==> config.mk <==
export PLATFORM = sky130hd
export DESIGN_NAME = dram_ctrl_end_flat
export DESIGN_NICKNAME = d
export VERILOG_FILES = /design/src/rtl/sdram_timing_pkg.sv /design/src/rtl/sdram_cmd_if.sv /design/src/rtl/dram_ctrl_end.sv /design/src/flat_wrapper.sv
export SDC_FILE = /design/constraint.sdc
export NUM_CORES = 1
export LEC_CHECK = 0
export ABC_AREA = 1
export BUFFER_PORTS_ARGS = -buffer_cell sky130_fd_sc_hd__clkbuf_2
export CAP_MARGIN = 10
export CORE_ASPECT_RATIO = 0.8
export CORE_MARGIN = 5
export CORE_UTILIZATION = 55
export DETAILED_ROUTE_END_ITERATION = 10
export PLACE_DENSITY = 0.81
export SYNTH_ARGS = -nofsm -noshare
export SYNTH_HDL_FRONTEND = slang
export SYNTH_SLANG_ARGS = --single-unit
export TNS_END_PERCENT = 20
==> constraint.sdc <==
create_clock -name clock -period 2.6 [get_ports clock]
set_clock_uncertainty 0.05 [all_clocks]
set_input_delay 0.13 -clock clock [delete_from_list [all_inputs] [get_ports clock]]
set_output_delay 0.13 -clock clock [all_outputs]
set_load 0.1 [all_outputs]
==> src/rtl/sdram_timing_pkg.sv <==
package sdram_timing_pkg;

    // ----------------------------------------
    // commands and burst modes
    // ----------------------------------------
    typedef enum logic [3:0] {
        cmd_nop,
        cmd_mode_set,
        cmd_activate,
        cmd_precharge,
        cmd_refresh,
        cmd_read,
        cmd_write,
        cmd_short_cal
    } cmd_type;

    typedef enum logic [1:0] {
        burst_eight_fixed,
        burst_on_the_fly,
        burst_chop_fixed
    } burst_type;

    // ----------------------------------------
    // clock and time conversion
    // ----------------------------------------
    localparam int clk_period_ns = 10;

    // nanoseconds to whole cycles, rounded up, never below one
    function automatic int ceil_cycles(input int ns);
        int c;
        c = (ns + clk_period_ns - 1) / clk_period_ns;
        return (c < 1) ? 1 : c;
    endfunction

    // ----------------------------------------
    // timing figures
    // ----------------------------------------
    localparam int mode_set_spacing           = 4;
    localparam int write_latency_cycles       = 5;
    localparam int write_tail_full            = 4;
    localparam int write_tail_chop_fixed      = 2;
    localparam int write_recovery_ns          = 15;
    localparam int write_recovery_cycles      = ceil_cycles(write_recovery_ns);
    localparam int refresh_to_powerdown_delay = 1;
    localparam int frozen_dll_exit_ns         = 24;
    localparam int frozen_dll_exit_delay      = ceil_cycles(frozen_dll_exit_ns);
    localparam int refresh_interval_ns        = 7800;
    localparam int refresh_interval           = refresh_interval_ns / clk_period_ns;
    localparam int refresh_cycle_ns           = 110;
    localparam int refresh_cycle_cycles       = ceil_cycles(refresh_cycle_ns);
    localparam int row_op_ns                  = 15;
    localparam int row_op_cycles              = ceil_cycles(row_op_ns);
    localparam int short_cal_cycles           = 64;
    localparam int short_cal_step_permille    = 5;
    localparam int short_cal_interval_default = 12800000;
    localparam int read_latency_cycles        = 6;
    localparam int mpr_burst_cycles           = 4;
    localparam int mpr_to_mode_set_cycles     = 2;

    // ----------------------------------------
    // address field layout
    // ----------------------------------------
    localparam int addr_width        = 16;
    localparam int mode_sel_lsb      = 14;
    localparam int burst_mode_lsb    = 0;
    localparam int wr_cycles_lsb     = 8;
    localparam int wr_cycles_width   = 5;
    localparam int mpr_enable_bit    = 2;
    localparam int autoprecharge_bit = 10;
    localparam logic [1:0] mode_sel_first = 2'h0;
    localparam logic [1:0] mode_sel_mpr   = 2'h3;
    localparam logic [wr_cycles_width-1:0] wr_cycles_reset = 5'h05;

    function automatic int write_tail(input burst_type b);
        return (b == burst_chop_fixed) ? write_tail_chop_fixed : write_tail_full;
    endfunction

    function automatic logic [7:0] load_count(input int n);
        return 8'(n - 1);
    endfunction

endpackage

==> src/rtl/sdram_cmd_if.sv <==
interface sdram_cmd_if (
    input wire logic clock,
    input wire logic rstn
);
    logic                                        cke;
    sdram_timing_pkg::cmd_type                   cmd;
    logic [sdram_timing_pkg::addr_width-1:0]     addr;

    modport ctrl (input clock, input rstn, output cke, output cmd, output addr);
    modport dram (input clock, input rstn, input cke, input cmd, input addr);
endinterface

==> src/rtl/dram_ctrl_end.sv <==
module dram_ctrl_end #(
    parameter int short_cal_interval = sdram_timing_pkg::short_cal_interval_default
) (
    input  wire logic                                    clock,
    input  wire logic                                    rstn,
    sdram_cmd_if.ctrl                                    bus,
    input  wire logic                                    req_valid,
    input  wire sdram_timing_pkg::cmd_type               req_cmd,
    input  wire logic [sdram_timing_pkg::addr_width-1:0] req_addr,
    output logic                                         req_ready,
    input  wire logic                                    pd_req,
    input  wire logic                                    dll_frozen_pd,
    output logic                                         in_powerdown,
    output logic                                         refresh_pending
);
    import sdram_timing_pkg::*;

    typedef enum {st_run, st_powerdown} state_type;

    state_type                  state_q;
    logic                       cke_q;
    cmd_type                    cmd_q;
    logic [addr_width-1:0]      addr_q;
    burst_type                  burst_mode_q;
    logic [wr_cycles_width-1:0] wr_cycles_q;
    logic                       mpr_on_q;
    logic [7:0]                 mrs_cnt_q;
    logic [7:0]                 wr_pd_cnt_q;
    logic [7:0]                 ref_pd_cnt_q;
    logic [7:0]                 dll_cnt_q;
    logic [7:0]                 mpr_cnt_q;
    logic [7:0]                 busy_cnt_q;
    logic [9:0]                 refi_cnt_q;
    logic [31:0]                zq_cnt_q;
    logic                       refresh_due_q;
    logic                       zq_due_q;
    logic                       can_issue;
    logic                       allowed;
    logic                       issue;
    cmd_type                    issue_cmd;
    logic [addr_width-1:0]      issue_addr;
    logic                       enter_pd;
    logic                       leave_pd;

    // ----------------------------------------
    // issue selection
    // ----------------------------------------
    assign can_issue = state_q == st_run && cke_q && busy_cnt_q == 8'h00;

    always_comb begin
        unique case (req_cmd)
            cmd_mode_set: begin
                allowed = mrs_cnt_q == 8'h00
                          && (req_addr[mode_sel_lsb +: 2] != mode_sel_mpr
                              || mpr_cnt_q == 8'h00);
            end
            cmd_read: begin
                allowed = dll_cnt_q == 8'h00;
            end
            default: begin
                allowed = 1'b1;
            end
        endcase
    end

    // refresh and calibration go ahead of user traffic
    assign req_ready = can_issue && !refresh_due_q && !zq_due_q && allowed;

    always_comb begin
        issue      = 1'b0;
        issue_cmd  = cmd_nop;
        issue_addr = '0;
        if (can_issue && refresh_due_q) begin
            issue     = 1'b1;
            issue_cmd = cmd_refresh;
        end else if (can_issue && zq_due_q) begin
            issue     = 1'b1;
            issue_cmd = cmd_short_cal;
        end else if (req_valid && req_ready) begin
            issue      = 1'b1;
            issue_cmd  = req_cmd;
            issue_addr = req_addr;
        end
    end

    // ----------------------------------------
    // power-down entry and exit
    // ----------------------------------------
    assign enter_pd = state_q == st_run && cke_q && pd_req && !issue
                      && !refresh_due_q && !zq_due_q && busy_cnt_q == 8'h00
                      && mrs_cnt_q == 8'h00
                      && wr_pd_cnt_q == 8'h00
                      && ref_pd_cnt_q == 8'h00;
    // a due refresh pulls the link out of power-down, whatever the user wants
    assign leave_pd = state_q == st_powerdown && (!pd_req || refresh_due_q || zq_due_q);

    always_ff @(posedge clock or negedge rstn) begin
        if (!rstn) begin
            state_q <= st_run;
            cke_q   <= 1'b1;
        end else begin
            unique case (state_q)
                st_run: begin
                    if (enter_pd) begin
                        state_q <= st_powerdown;
                        cke_q   <= 1'b0;
                    end
                end
                st_powerdown: begin
                    if (leave_pd) begin
                        state_q <= st_run;
                        cke_q   <= 1'b1;
                    end
                end
            endcase
        end
    end

    // ----------------------------------------
    // command outputs
    // ----------------------------------------
    always_ff @(posedge clock or negedge rstn) begin
        if (!rstn) begin
            cmd_q  <= cmd_nop;
            addr_q <= '0;
        end else begin
            cmd_q  <= issue_cmd;
            addr_q <= issue_addr;
        end
    end

    // ----------------------------------------
    // mirror of the device mode state
    // ----------------------------------------
    always_ff @(posedge clock or negedge rstn) begin
        if (!rstn) begin
            burst_mode_q <= burst_eight_fixed;
            wr_cycles_q  <= wr_cycles_reset;
            mpr_on_q     <= 1'b0;
        end else if (issue && issue_cmd == cmd_mode_set) begin
            if (issue_addr[mode_sel_lsb +: 2] == mode_sel_first) begin
                burst_mode_q <= burst_type'(issue_addr[burst_mode_lsb +: 2]);
                wr_cycles_q  <= issue_addr[wr_cycles_lsb +: wr_cycles_width];
            end else if (issue_addr[mode_sel_lsb +: 2] == mode_sel_mpr) begin
                mpr_on_q <= issue_addr[mpr_enable_bit];
            end
        end
    end

    // ----------------------------------------
    // spacing counters, one per constraint
    // ----------------------------------------
    always_ff @(posedge clock or negedge rstn) begin
        if (!rstn) begin
            mrs_cnt_q  <= 8'h00;
            busy_cnt_q <= 8'h00;
            mpr_cnt_q  <= 8'h00;
        end else begin
            if (issue && issue_cmd == cmd_mode_set) begin
                mrs_cnt_q <= load_count(mode_set_spacing);
            end else if (mrs_cnt_q != 8'h00) begin
                mrs_cnt_q <= mrs_cnt_q - 8'h01;
            end
            if (issue && issue_cmd == cmd_refresh) begin
                busy_cnt_q <= load_count(refresh_cycle_cycles);
            end else if (issue && issue_cmd == cmd_short_cal) begin
                busy_cnt_q <= load_count(short_cal_cycles);
            end else if (busy_cnt_q != 8'h00) begin
                busy_cnt_q <= busy_cnt_q - 8'h01;
            end
            if (issue && issue_cmd == cmd_read && mpr_on_q) begin
                mpr_cnt_q <= load_count(read_latency_cycles + mpr_burst_cycles
                                        + mpr_to_mode_set_cycles);
            end else if (mpr_cnt_q != 8'h00) begin
                mpr_cnt_q <= mpr_cnt_q - 8'h01;
            end
        end
    end

    // with auto-precharge the programmed recovery plus one edge applies
    always_ff @(posedge clock or negedge rstn) begin
        if (!rstn) begin
            wr_pd_cnt_q <= 8'h00;
        end else if (issue && issue_cmd == cmd_write && issue_addr[autoprecharge_bit]) begin
            wr_pd_cnt_q <= load_count(write_latency_cycles + write_tail(burst_mode_q)
                                      + int'(wr_cycles_q) + 1);
        end else if (issue && issue_cmd == cmd_write) begin
            wr_pd_cnt_q <= load_count(write_latency_cycles + write_tail(burst_mode_q)
                                      + write_recovery_cycles);
        end else if (wr_pd_cnt_q != 8'h00) begin
            wr_pd_cnt_q <= wr_pd_cnt_q - 8'h01;
        end
    end

    always_ff @(posedge clock or negedge rstn) begin
        if (!rstn) begin
            ref_pd_cnt_q <= 8'h00;
            dll_cnt_q    <= 8'h00;
        end else begin
            if (issue && issue_cmd == cmd_refresh) begin
                ref_pd_cnt_q <= dll_frozen_pd
                    ? load_count(refresh_to_powerdown_delay + frozen_dll_exit_delay)
                    : load_count(refresh_to_powerdown_delay);
            end else if (ref_pd_cnt_q != 8'h00) begin
                ref_pd_cnt_q <= ref_pd_cnt_q - 8'h01;
            end
            if (leave_pd && dll_frozen_pd) begin
                dll_cnt_q <= load_count(frozen_dll_exit_delay);
            end else if (dll_cnt_q != 8'h00) begin
                dll_cnt_q <= dll_cnt_q - 8'h01;
            end
        end
    end

    // ----------------------------------------
    // refresh and calibration schedules
    // ----------------------------------------
    // these run in power-down too, so a stretched stay never starves refresh
    always_ff @(posedge clock or negedge rstn) begin
        if (!rstn) begin
            refi_cnt_q    <= 10'(refresh_interval - 1);
            refresh_due_q <= 1'b0;
        end else begin
            if (refi_cnt_q == 10'h000) begin
                refi_cnt_q    <= 10'(refresh_interval - 1);
                refresh_due_q <= 1'b1;
            end else begin
                refi_cnt_q <= refi_cnt_q - 10'h001;
                if (issue && issue_cmd == cmd_refresh) begin
                    refresh_due_q <= 1'b0;
                end
            end
        end
    end

    always_ff @(posedge clock or negedge rstn) begin
        if (!rstn) begin
            zq_cnt_q <= 32'(short_cal_interval - 1);
            zq_due_q <= 1'b0;
        end else begin
            if (zq_cnt_q == 32'h0000_0000) begin
                zq_cnt_q <= 32'(short_cal_interval - 1);
                zq_due_q <= 1'b1;
            end else begin
                zq_cnt_q <= zq_cnt_q - 32'h0000_0001;
                if (issue && issue_cmd == cmd_short_cal) begin
                    zq_due_q <= 1'b0;
                end
            end
        end
    end

    assign bus.cke         = cke_q;
    assign bus.cmd         = cmd_q;
    assign bus.addr        = addr_q;
    assign in_powerdown    = state_q == st_powerdown;
    assign refresh_pending = refresh_due_q;
endmodule

==> src/flat_wrapper.sv <==
// flat-port wrapper written by rule: the top's interface ports become plain ports
module dram_ctrl_end_flat import sdram_timing_pkg::*;
#(
    parameter int short_cal_interval = sdram_timing_pkg::short_cal_interval_default
)
  (clock, rstn, req_valid, req_cmd, req_addr, req_ready, pd_req, dll_frozen_pd, in_powerdown, refresh_pending, bus_cke, bus_cmd, bus_addr);
  sdram_cmd_if bus_i (.clock(clock), .rstn(rstn));
  input  wire logic clock;
  input  wire logic rstn;
  input  wire logic req_valid;
  input  wire sdram_timing_pkg::cmd_type req_cmd;
  input  wire logic [sdram_timing_pkg::addr_width-1:0] req_addr;
  output logic req_ready;
  input  wire logic pd_req;
  input  wire logic dll_frozen_pd;
  output logic in_powerdown;
  output logic refresh_pending;
  output wire logic [$bits(bus_i.cke)-1:0] bus_cke;
  output wire logic [$bits(bus_i.cmd)-1:0] bus_cmd;
  output wire logic [$bits(bus_i.addr)-1:0] bus_addr;
  assign bus_cke = bus_i.cke;
  assign bus_cmd = bus_i.cmd;
  assign bus_addr = bus_i.addr;
  dram_ctrl_end #(.short_cal_interval(short_cal_interval)) u_core (.clock(clock), .rstn(rstn), .bus(bus_i), .req_valid(req_valid), .req_cmd(req_cmd), .req_addr(req_addr), .req_ready(req_ready), .pd_req(pd_req), .dll_frozen_pd(dll_frozen_pd), .in_powerdown(in_powerdown), .refresh_pending(refresh_pending));
endmodule
Word level (Yosys, flattened, before mapping)

Index checks and enable logic that the tools add are counted.

Logic and storage cells: 145
Output and inout bits: 24
Register bits after elaboration: 153

Add/sub/neg operators: 14
Equal/unequal tests: 14
Reduce and logical (&&, ||, !) cells: 61
Bitwise operators: 1
Muxes and demuxes: 38

Operators with widths:

| kind                                                                   | count |
|---|---|
| 8-bit 2-to-1 mux                                                       | 14 |
| 32-bit logical NOT                                                     | 3 |
| 32-bit 2-to-1 mux                                                      | 3 |
| 32-bit case mux with 2 select lines                                    | 1 |
| 8-bit logical NOT                                                      | 6 |
| 16-bit 2-to-1 mux                                                      | 3 |
| 8-bit nonzero test                                                     | 6 |
| 8-bit by 1-bit subtractor with 8-bit output, second input constant     | 6 |
| 32-bit by 1-bit equality test with 1-bit output, second input constant | 1 |
| 32-bit by 2-bit equality test with 1-bit output, second input constant | 1 |
| 32-bit by 1-bit subtractor with 32-bit output, second input constant   | 1 |
| 1-bit logical AND                                                      | 26 |
| 4-bit by 3-bit equality test with 1-bit output, second input constant  | 5 |
| 8-bit by 2-bit subtractor with 8-bit output, second input constant     | 2 |
| 4-bit 2-to-1 mux                                                       | 3 |
| 2-bit nonzero test                                                     | 6 |
| 10-bit logical NOT                                                     | 1 |
| 10-bit 2-to-1 mux                                                      | 1 |
| 10-bit by 1-bit subtractor with 10-bit output, second input constant   | 1 |
| 1-bit 2-to-1 mux                                                       | 9 |
| 4-bit by 8-bit adder with 8-bit output, first input constant           | 1 |
| 8-bit by 2-bit adder with 8-bit output, second input constant          | 1 |
| 8-bit by 3-bit adder with 8-bit output, second input constant          | 1 |
| 8-bit by 6-bit adder with 8-bit output                                 | 1 |
| other kinds (14)                                                       | 25 |

Longest topological paths before layout

Depth after elaboration: 20
Mapped depth: 15
Mapped depth without buffers: 15

Least setup slack after synthesis

OpenSTA, ideal clock, no wires.

Path type: reg2out
From: reg u_core.cke_q, in the netlist u_core.bus.cke
To: out req_ready
Path buffers: 0
Cell stages (with the launch flop): 6
Arrival time: 3.666 ns
Path slack: -1.246 ns
Data required time: 2.420 ns
Path through: dfstp_2 -> inv_1 -> nor2_1 -> nand2_4 -> nor2_8 -> a21boi_0

Longest elaborated chain between the ends: 5

Ends and longest elaborated chain:

| element                        | line                 | source |
|---|---|---|
| start: declaration             | dram_ctrl_end.sv:21  | `logic cke_q;` |
| start signal: assignment       | dram_ctrl_end.sv:100 | `cke_q <= 1'b1;` |
| start signal: assignment       | dram_ctrl_end.sv:106 | `cke_q <= 1'b0;` |
| start signal: assignment       | dram_ctrl_end.sv:112 | `cke_q <= 1'b1;` |
| 1-bit logical AND (2 in a row) | dram_ctrl_end.sv:48  | `assign can_issue = state_q == st_run && cke_q && busy_cnt_q == 8'h00;` |
| 1-bit logical AND (3 in a row) | dram_ctrl_end.sv:67  | `assign req_ready = can_issue && !refresh_due_q && !zq_due_q && allowed;` |
| end: declaration               | flat_wrapper.sv:13   | `output logic req_ready;` |

Every way passes these cells.

Final worst setup path

From: reg u_core.busy_cnt_q[0]
To: reg u_core.wr_cycles_q[4]

Elaborated cells between the ends (all ways): 21
Those cells by class: 1 x eq/ne; 9 x mux; 11 x reduce/logical

RTL lines:

| element                         | line                 | source |
|---|---|---|
| start: declaration              | dram_ctrl_end.sv:32  | `logic [7:0] busy_cnt_q;` |
| start signal: assignment        | dram_ctrl_end.sv:165 | `busy_cnt_q <= load_count(refresh_cycle_cycles);` |
| start signal: assignment        | dram_ctrl_end.sv:167 | `busy_cnt_q <= load_count(short_cal_cycles);` |
| start signal: assignment        | dram_ctrl_end.sv:169 | `busy_cnt_q <= busy_cnt_q - 8'h01;` |
| 8-bit logical NOT *             | dram_ctrl_end.sv:48  |  |
| 1-bit logical AND *             | dram_ctrl_end.sv:48  |  |
| 1-bit logical AND (3 in a row)  | dram_ctrl_end.sv:67  |  |
| 1-bit logical AND               | dram_ctrl_end.sv:79  | `end else if (req_valid && req_ready) begin` |
| 16-bit 2-to-1 mux               | dram_ctrl_end.sv:79  |  |
| 16-bit 2-to-1 mux               | dram_ctrl_end.sv:76  | `end else if (can_issue && zq_due_q) begin` |
| 16-bit 2-to-1 mux *             | dram_ctrl_end.sv:73  | `if (can_issue && refresh_due_q) begin` |
| named net u_core.issue_addr[15] | dram_ctrl_end.sv:41  | `logic [addr_width-1:0] issue_addr;` |
| 2-bit logical NOT *             | dram_ctrl_end.sv:141 | `if (issue_addr[mode_sel_lsb +: 2] == mode_sel_first) begin` |
| 2-bit AND reduction (no line) * | --                   |  |
| end signal: assignment          | dram_ctrl_end.sv:138 | `wr_cycles_q <= wr_cycles_reset;` |
| end signal: assignment          | dram_ctrl_end.sv:143 | `wr_cycles_q <= issue_addr[wr_cycles_lsb +: wr_cycles_width];` |
| end: declaration                | dram_ctrl_end.sv:25  | `logic [wr_cycles_width-1:0] wr_cycles_q;` |

The timed path passes the listed nets; every way through them passes the cells marked *.
A chain may end at the register's enable or synchronous reset.

==> impl_metrics.toml <==
[worst_setup_path]
cp.required_ns = 2.85
worstReg2RegEnd = "u_core.wr_cycles_q[4]$_DFFE_PN0P_"
arrival_ns = 2.66
regToRegSetupSlack_ns = 0.19
path_max_fanout = 16
cpMaxStageDelayCell = "dfrtp_1"
critPathKind = "reg -> reg"
cpPeakStageDelay_ns = 0.37
cp_num_buf_inv = 2
cp_common_cell = "nand2_1"
r2r_start = "u_core.busy_cnt_q[0]$_DFFE_PN0P_"
start_kind = "flop"
crit_path_end_kind = "flop"
crit_family = "simple AND/OR/NAND/NOR gates"
r2r_cells = 13
crit_chain = "inv_1 > ha_1 > nand2_1 > nor2_4 > nand2_4 > nor2_4 > inv_4 > nand2_1 > nor2_1 > a21oi_1 > nand3_4 > nand2_1 > o21ai_2"

[sta]
rsz0062_at_grt = "true"
relSlewSlack_pct = 59.91
period_share_pct = 92.57
fmax_mhz = 415.5
maxSlewViolCount = 0
tightest_slew_ns = 0.6014
period_needed_ns = 2.407
setup_viol = 0
hold_violations = 0
fin_hold_ws_ns = 0.03790

[job]
drv_cap = 0

[synth]
ys_types = 51
synth_cells = 775
netlist_area_mm2 = 0.006516
yosysTopAreaCellShare_pct = 37.25
yosysTopAreaCell = "dfrtp_1"
synth-simple-area-share_pct = 28.76
syn_area_per_cell_um2 = 8.408
synth_compound_area_share_pct = 6.912
synth_xor_area_share_pct = 5.914
synthMuxAreaShare_pct = 0
yosysWarnings = 0
synth_adder_area_share_pct = 3.379
yosysSeqAreaShare_pct = 47.33
synth_seq_cells = 122
ys_top_cells_by_area = "dfrtp_1, dfstp_2, nand2_1"
synth_top_family_by_area = "simple AND/OR/NAND/NOR gates"
syn_nets = 817

[worst_hold_path]
hold_class = "in -> reg"
hold_path.startpoint = "req_addr[10]"
whs_endpoint = "u_core.wr_cycles_q[2]$_DFFE_PN1P_"
hold_depth = 5

[clock_network]
h-tree-depth = 4
clockBufferDepth = 2
cts_made_buffers = 17
cts_tree = "done"
post-cts-setup-buffers = 0
cts_sinks = 122
root_buffer = "clkbuf_16"
insertion_delay_ns = 0.42
path_clk_slew_ns = 0.06

[final_layout]
stdcell_count = 1021
n_fill_cell = 899
fin_nets = 902
diodes = 0
area_delta_synth_final_pct = 19.45
design_area_mm2 = 0.007784
drive_gt1_share_pct = 18.67
post-route-util_pct = 67.33

[global_routing]
track_usage_pct = 21.03
antenna_found_initial = 0
gr-usage-met1_pct = 28.69
busiest_layer = "met2"
first_global_vias = 5247
use_met3_pct = 4.720
grt.overflow.total = 0
grt_max_degree = 56
grt_pass1_wl_mm = 24.34
met2_usage_pct = 33.12

[pwr]
ir_drop_mv = 0.5468
p_leak_nw = 4.117
power_density_mw_per_mm2 = 686.5
report.power.total_mw = 5.343

[drt]
drt_iter0_drc = 448
ant_nets = 0
routed_wl_mm = 14.26
drc_errors = 0
avgViaCountPerCell = 5.197
vias = 5306
post_drt_wl_per_cell_um = 13.96
drtPass1Iterations = 5

[place]
placed_cells = 971
dp_hpwl_mm = 9.613
io_buffers = 48
placed_area_mm2 = 0.006967
gp_congestion = 0.8928

[floorplanning]
io_pins = 49
die_h_um = 107.4
coreArea_mm2 = 0.01156
die_x_um = 131.7
dieArea_mm2 = 0.01414
initial_utilization_pct = 56.36
row_count = 35

[run_status]
status = "completed"
cell type report:
type / instances / area, um2 / share of cell area, %
clock buffer: 19 / 442.9 / 5.690
clock inverter: 13 / 166.4 / 2.138
inverter: 122 / 465.4 / 5.980
multi-input combinational: 525 / 2957 / 37.98
sequential: 122 / 3084 / 39.62
tap: 148 / 185.2 / 2.379
timing repair buffer: 72 / 483.0 / 6.205
flip-flops by register name (all words and copies together), names as in the netlist, 2 cells and up:
signal,cells
u_core.burst_mode_q,2
u_core.bus.addr,16
u_core.bus.cmd,4
u_core.busy_cnt_q,8
u_core.dll_cnt_q,8
u_core.mpr_cnt_q,8
u_core.mrs_cnt_q,8
u_core.ref_pd_cnt_q,8
u_core.refi_cnt_q,10
u_core.wr_cycles_q,5
u_core.wr_pd_cnt_q,8
u_core.zq_cnt_q,32
worst register-to-register path, delay by kind of cell (launching register included):
family,cells,cell delay (ns)
AO/OA/AOI/OAI,2,0.30
adder cells (fa/ha/maj),1,0.17
buffers and inverters,2,0.25
flip-flops,1,0.37
AND/OR/NAND/NOR,8,1.16
worst max path at each step:
stage,startpoint,endpoint,cells after the start
3_5_place_dp,u_core.busy_cnt_q[0]$_DFFE_PN0P_,u_core.wr_cycles_q[4]$_DFFE_PN0P_,13
6_report,u_core.busy_cnt_q[0]$_DFFE_PN0P_,u_core.wr_cycles_q[4]$_DFFE_PN0P_,13
5_1_grt,u_core.busy_cnt_q[0]$_DFFE_PN0P_,u_core.busy_cnt_q[3]$_DFFE_PN0P_,14
2_1_floorplan,u_core.bus.cke$_DFFE_PN1P_,req_ready,5
4_1_cts,u_core.busy_cnt_q[0]$_DFFE_PN0P_,req_ready,8
3_3_place_gp,u_core.busy_cnt_q[0]$_DFFE_PN0P_,u_core.busy_cnt_q[3]$_DFFE_PN0P_,13
per-stage QoR:
stage	setup slack, ns	TNS, ns
after floorplan	0.08052	0
after global placement	0.2594	0
after detailed placement	0.1337	0
after CTS	0.08399	0
after global routing	-0.01934	-0.03529
final	0.1931	0
cell usage after synthesis (all sizes together):
library cell,instances
dfrtp,97
nand3b,2
o21a,2
nand3,54
nand4,19
xnor2,15
or2,6
clkbuf,2
nand2,143
ha,16
fa,1
a211oi,1
and3,1
a21boi,2
clkinv,1
xor2,29
nor3b,1
nor4,9
o21bai,2
a31oi,1
nor2,138
a21o,1
o21ai,33
dfstp,25
buf,4
nor3,19
inv,121
o211ai,6
a21oi,20
o31ai,2
o22ai,2
where the power goes:
part / internal [mW] / switching (mW) / total, mW
combinational: 0.279 / 0.460 / 0.739
clock: 1.54 / 0.883 / 2.42
sequential: 2.05 / 0.134 / 2.18
what timing repair did:
action                                  CTS  global route
hold buffers                             18             0
endpoints found under the setup margin    0            27
endpoints found under the hold margin    60             0
gates resized for setup                   0             9
cells in the final DEF, fill, tap and decap left out, drive strengths merged:
cell type	instances
nor3b	1
and3	1
bufinv	3
nand3	54
or2	6
o31ai	2
fa	1
o21bai	2
ha	16
clkinvlp	3
dfrtp	97
clkbuf	66
dlygate4sd3	18
a21o	1
nand3b	2
o22ai	2
o211ai	6
nor2	138
xnor2	15
buf	7
a31oi	1
nor3	19
nor4	9
inv	124
o21ai	33
clkinv	5
a21boi	2
dfstp	25
xor2	29
nand4	19
a21oi	20
o21a	2
nand2	143
a211oi	1
routing by layer:
metal / wire [um] / vias up / part of all wire [%]
li1: - / 2638 / -
met1: 6719 / 2494 / 47
met2: 6618 / 142 / 46
met3: 576 / 32 / 4.0
met4: 342 / 0 / 2.4
met5: 0 / - / 0
cell families (layout without fill, tap and decap cells):
logic type | after synthesis | after routing
adders and majority gates | 17 | 17
AOI/OAI and AO/OA | 72 | 72
and+or+nand+nor | 392 | 392
buffers and inverters | 128 | 226
xor gates and xnor gates | 44 | 44
DFF | 122 | 122
Note: power is estimated with default switching activity, not from simulation.
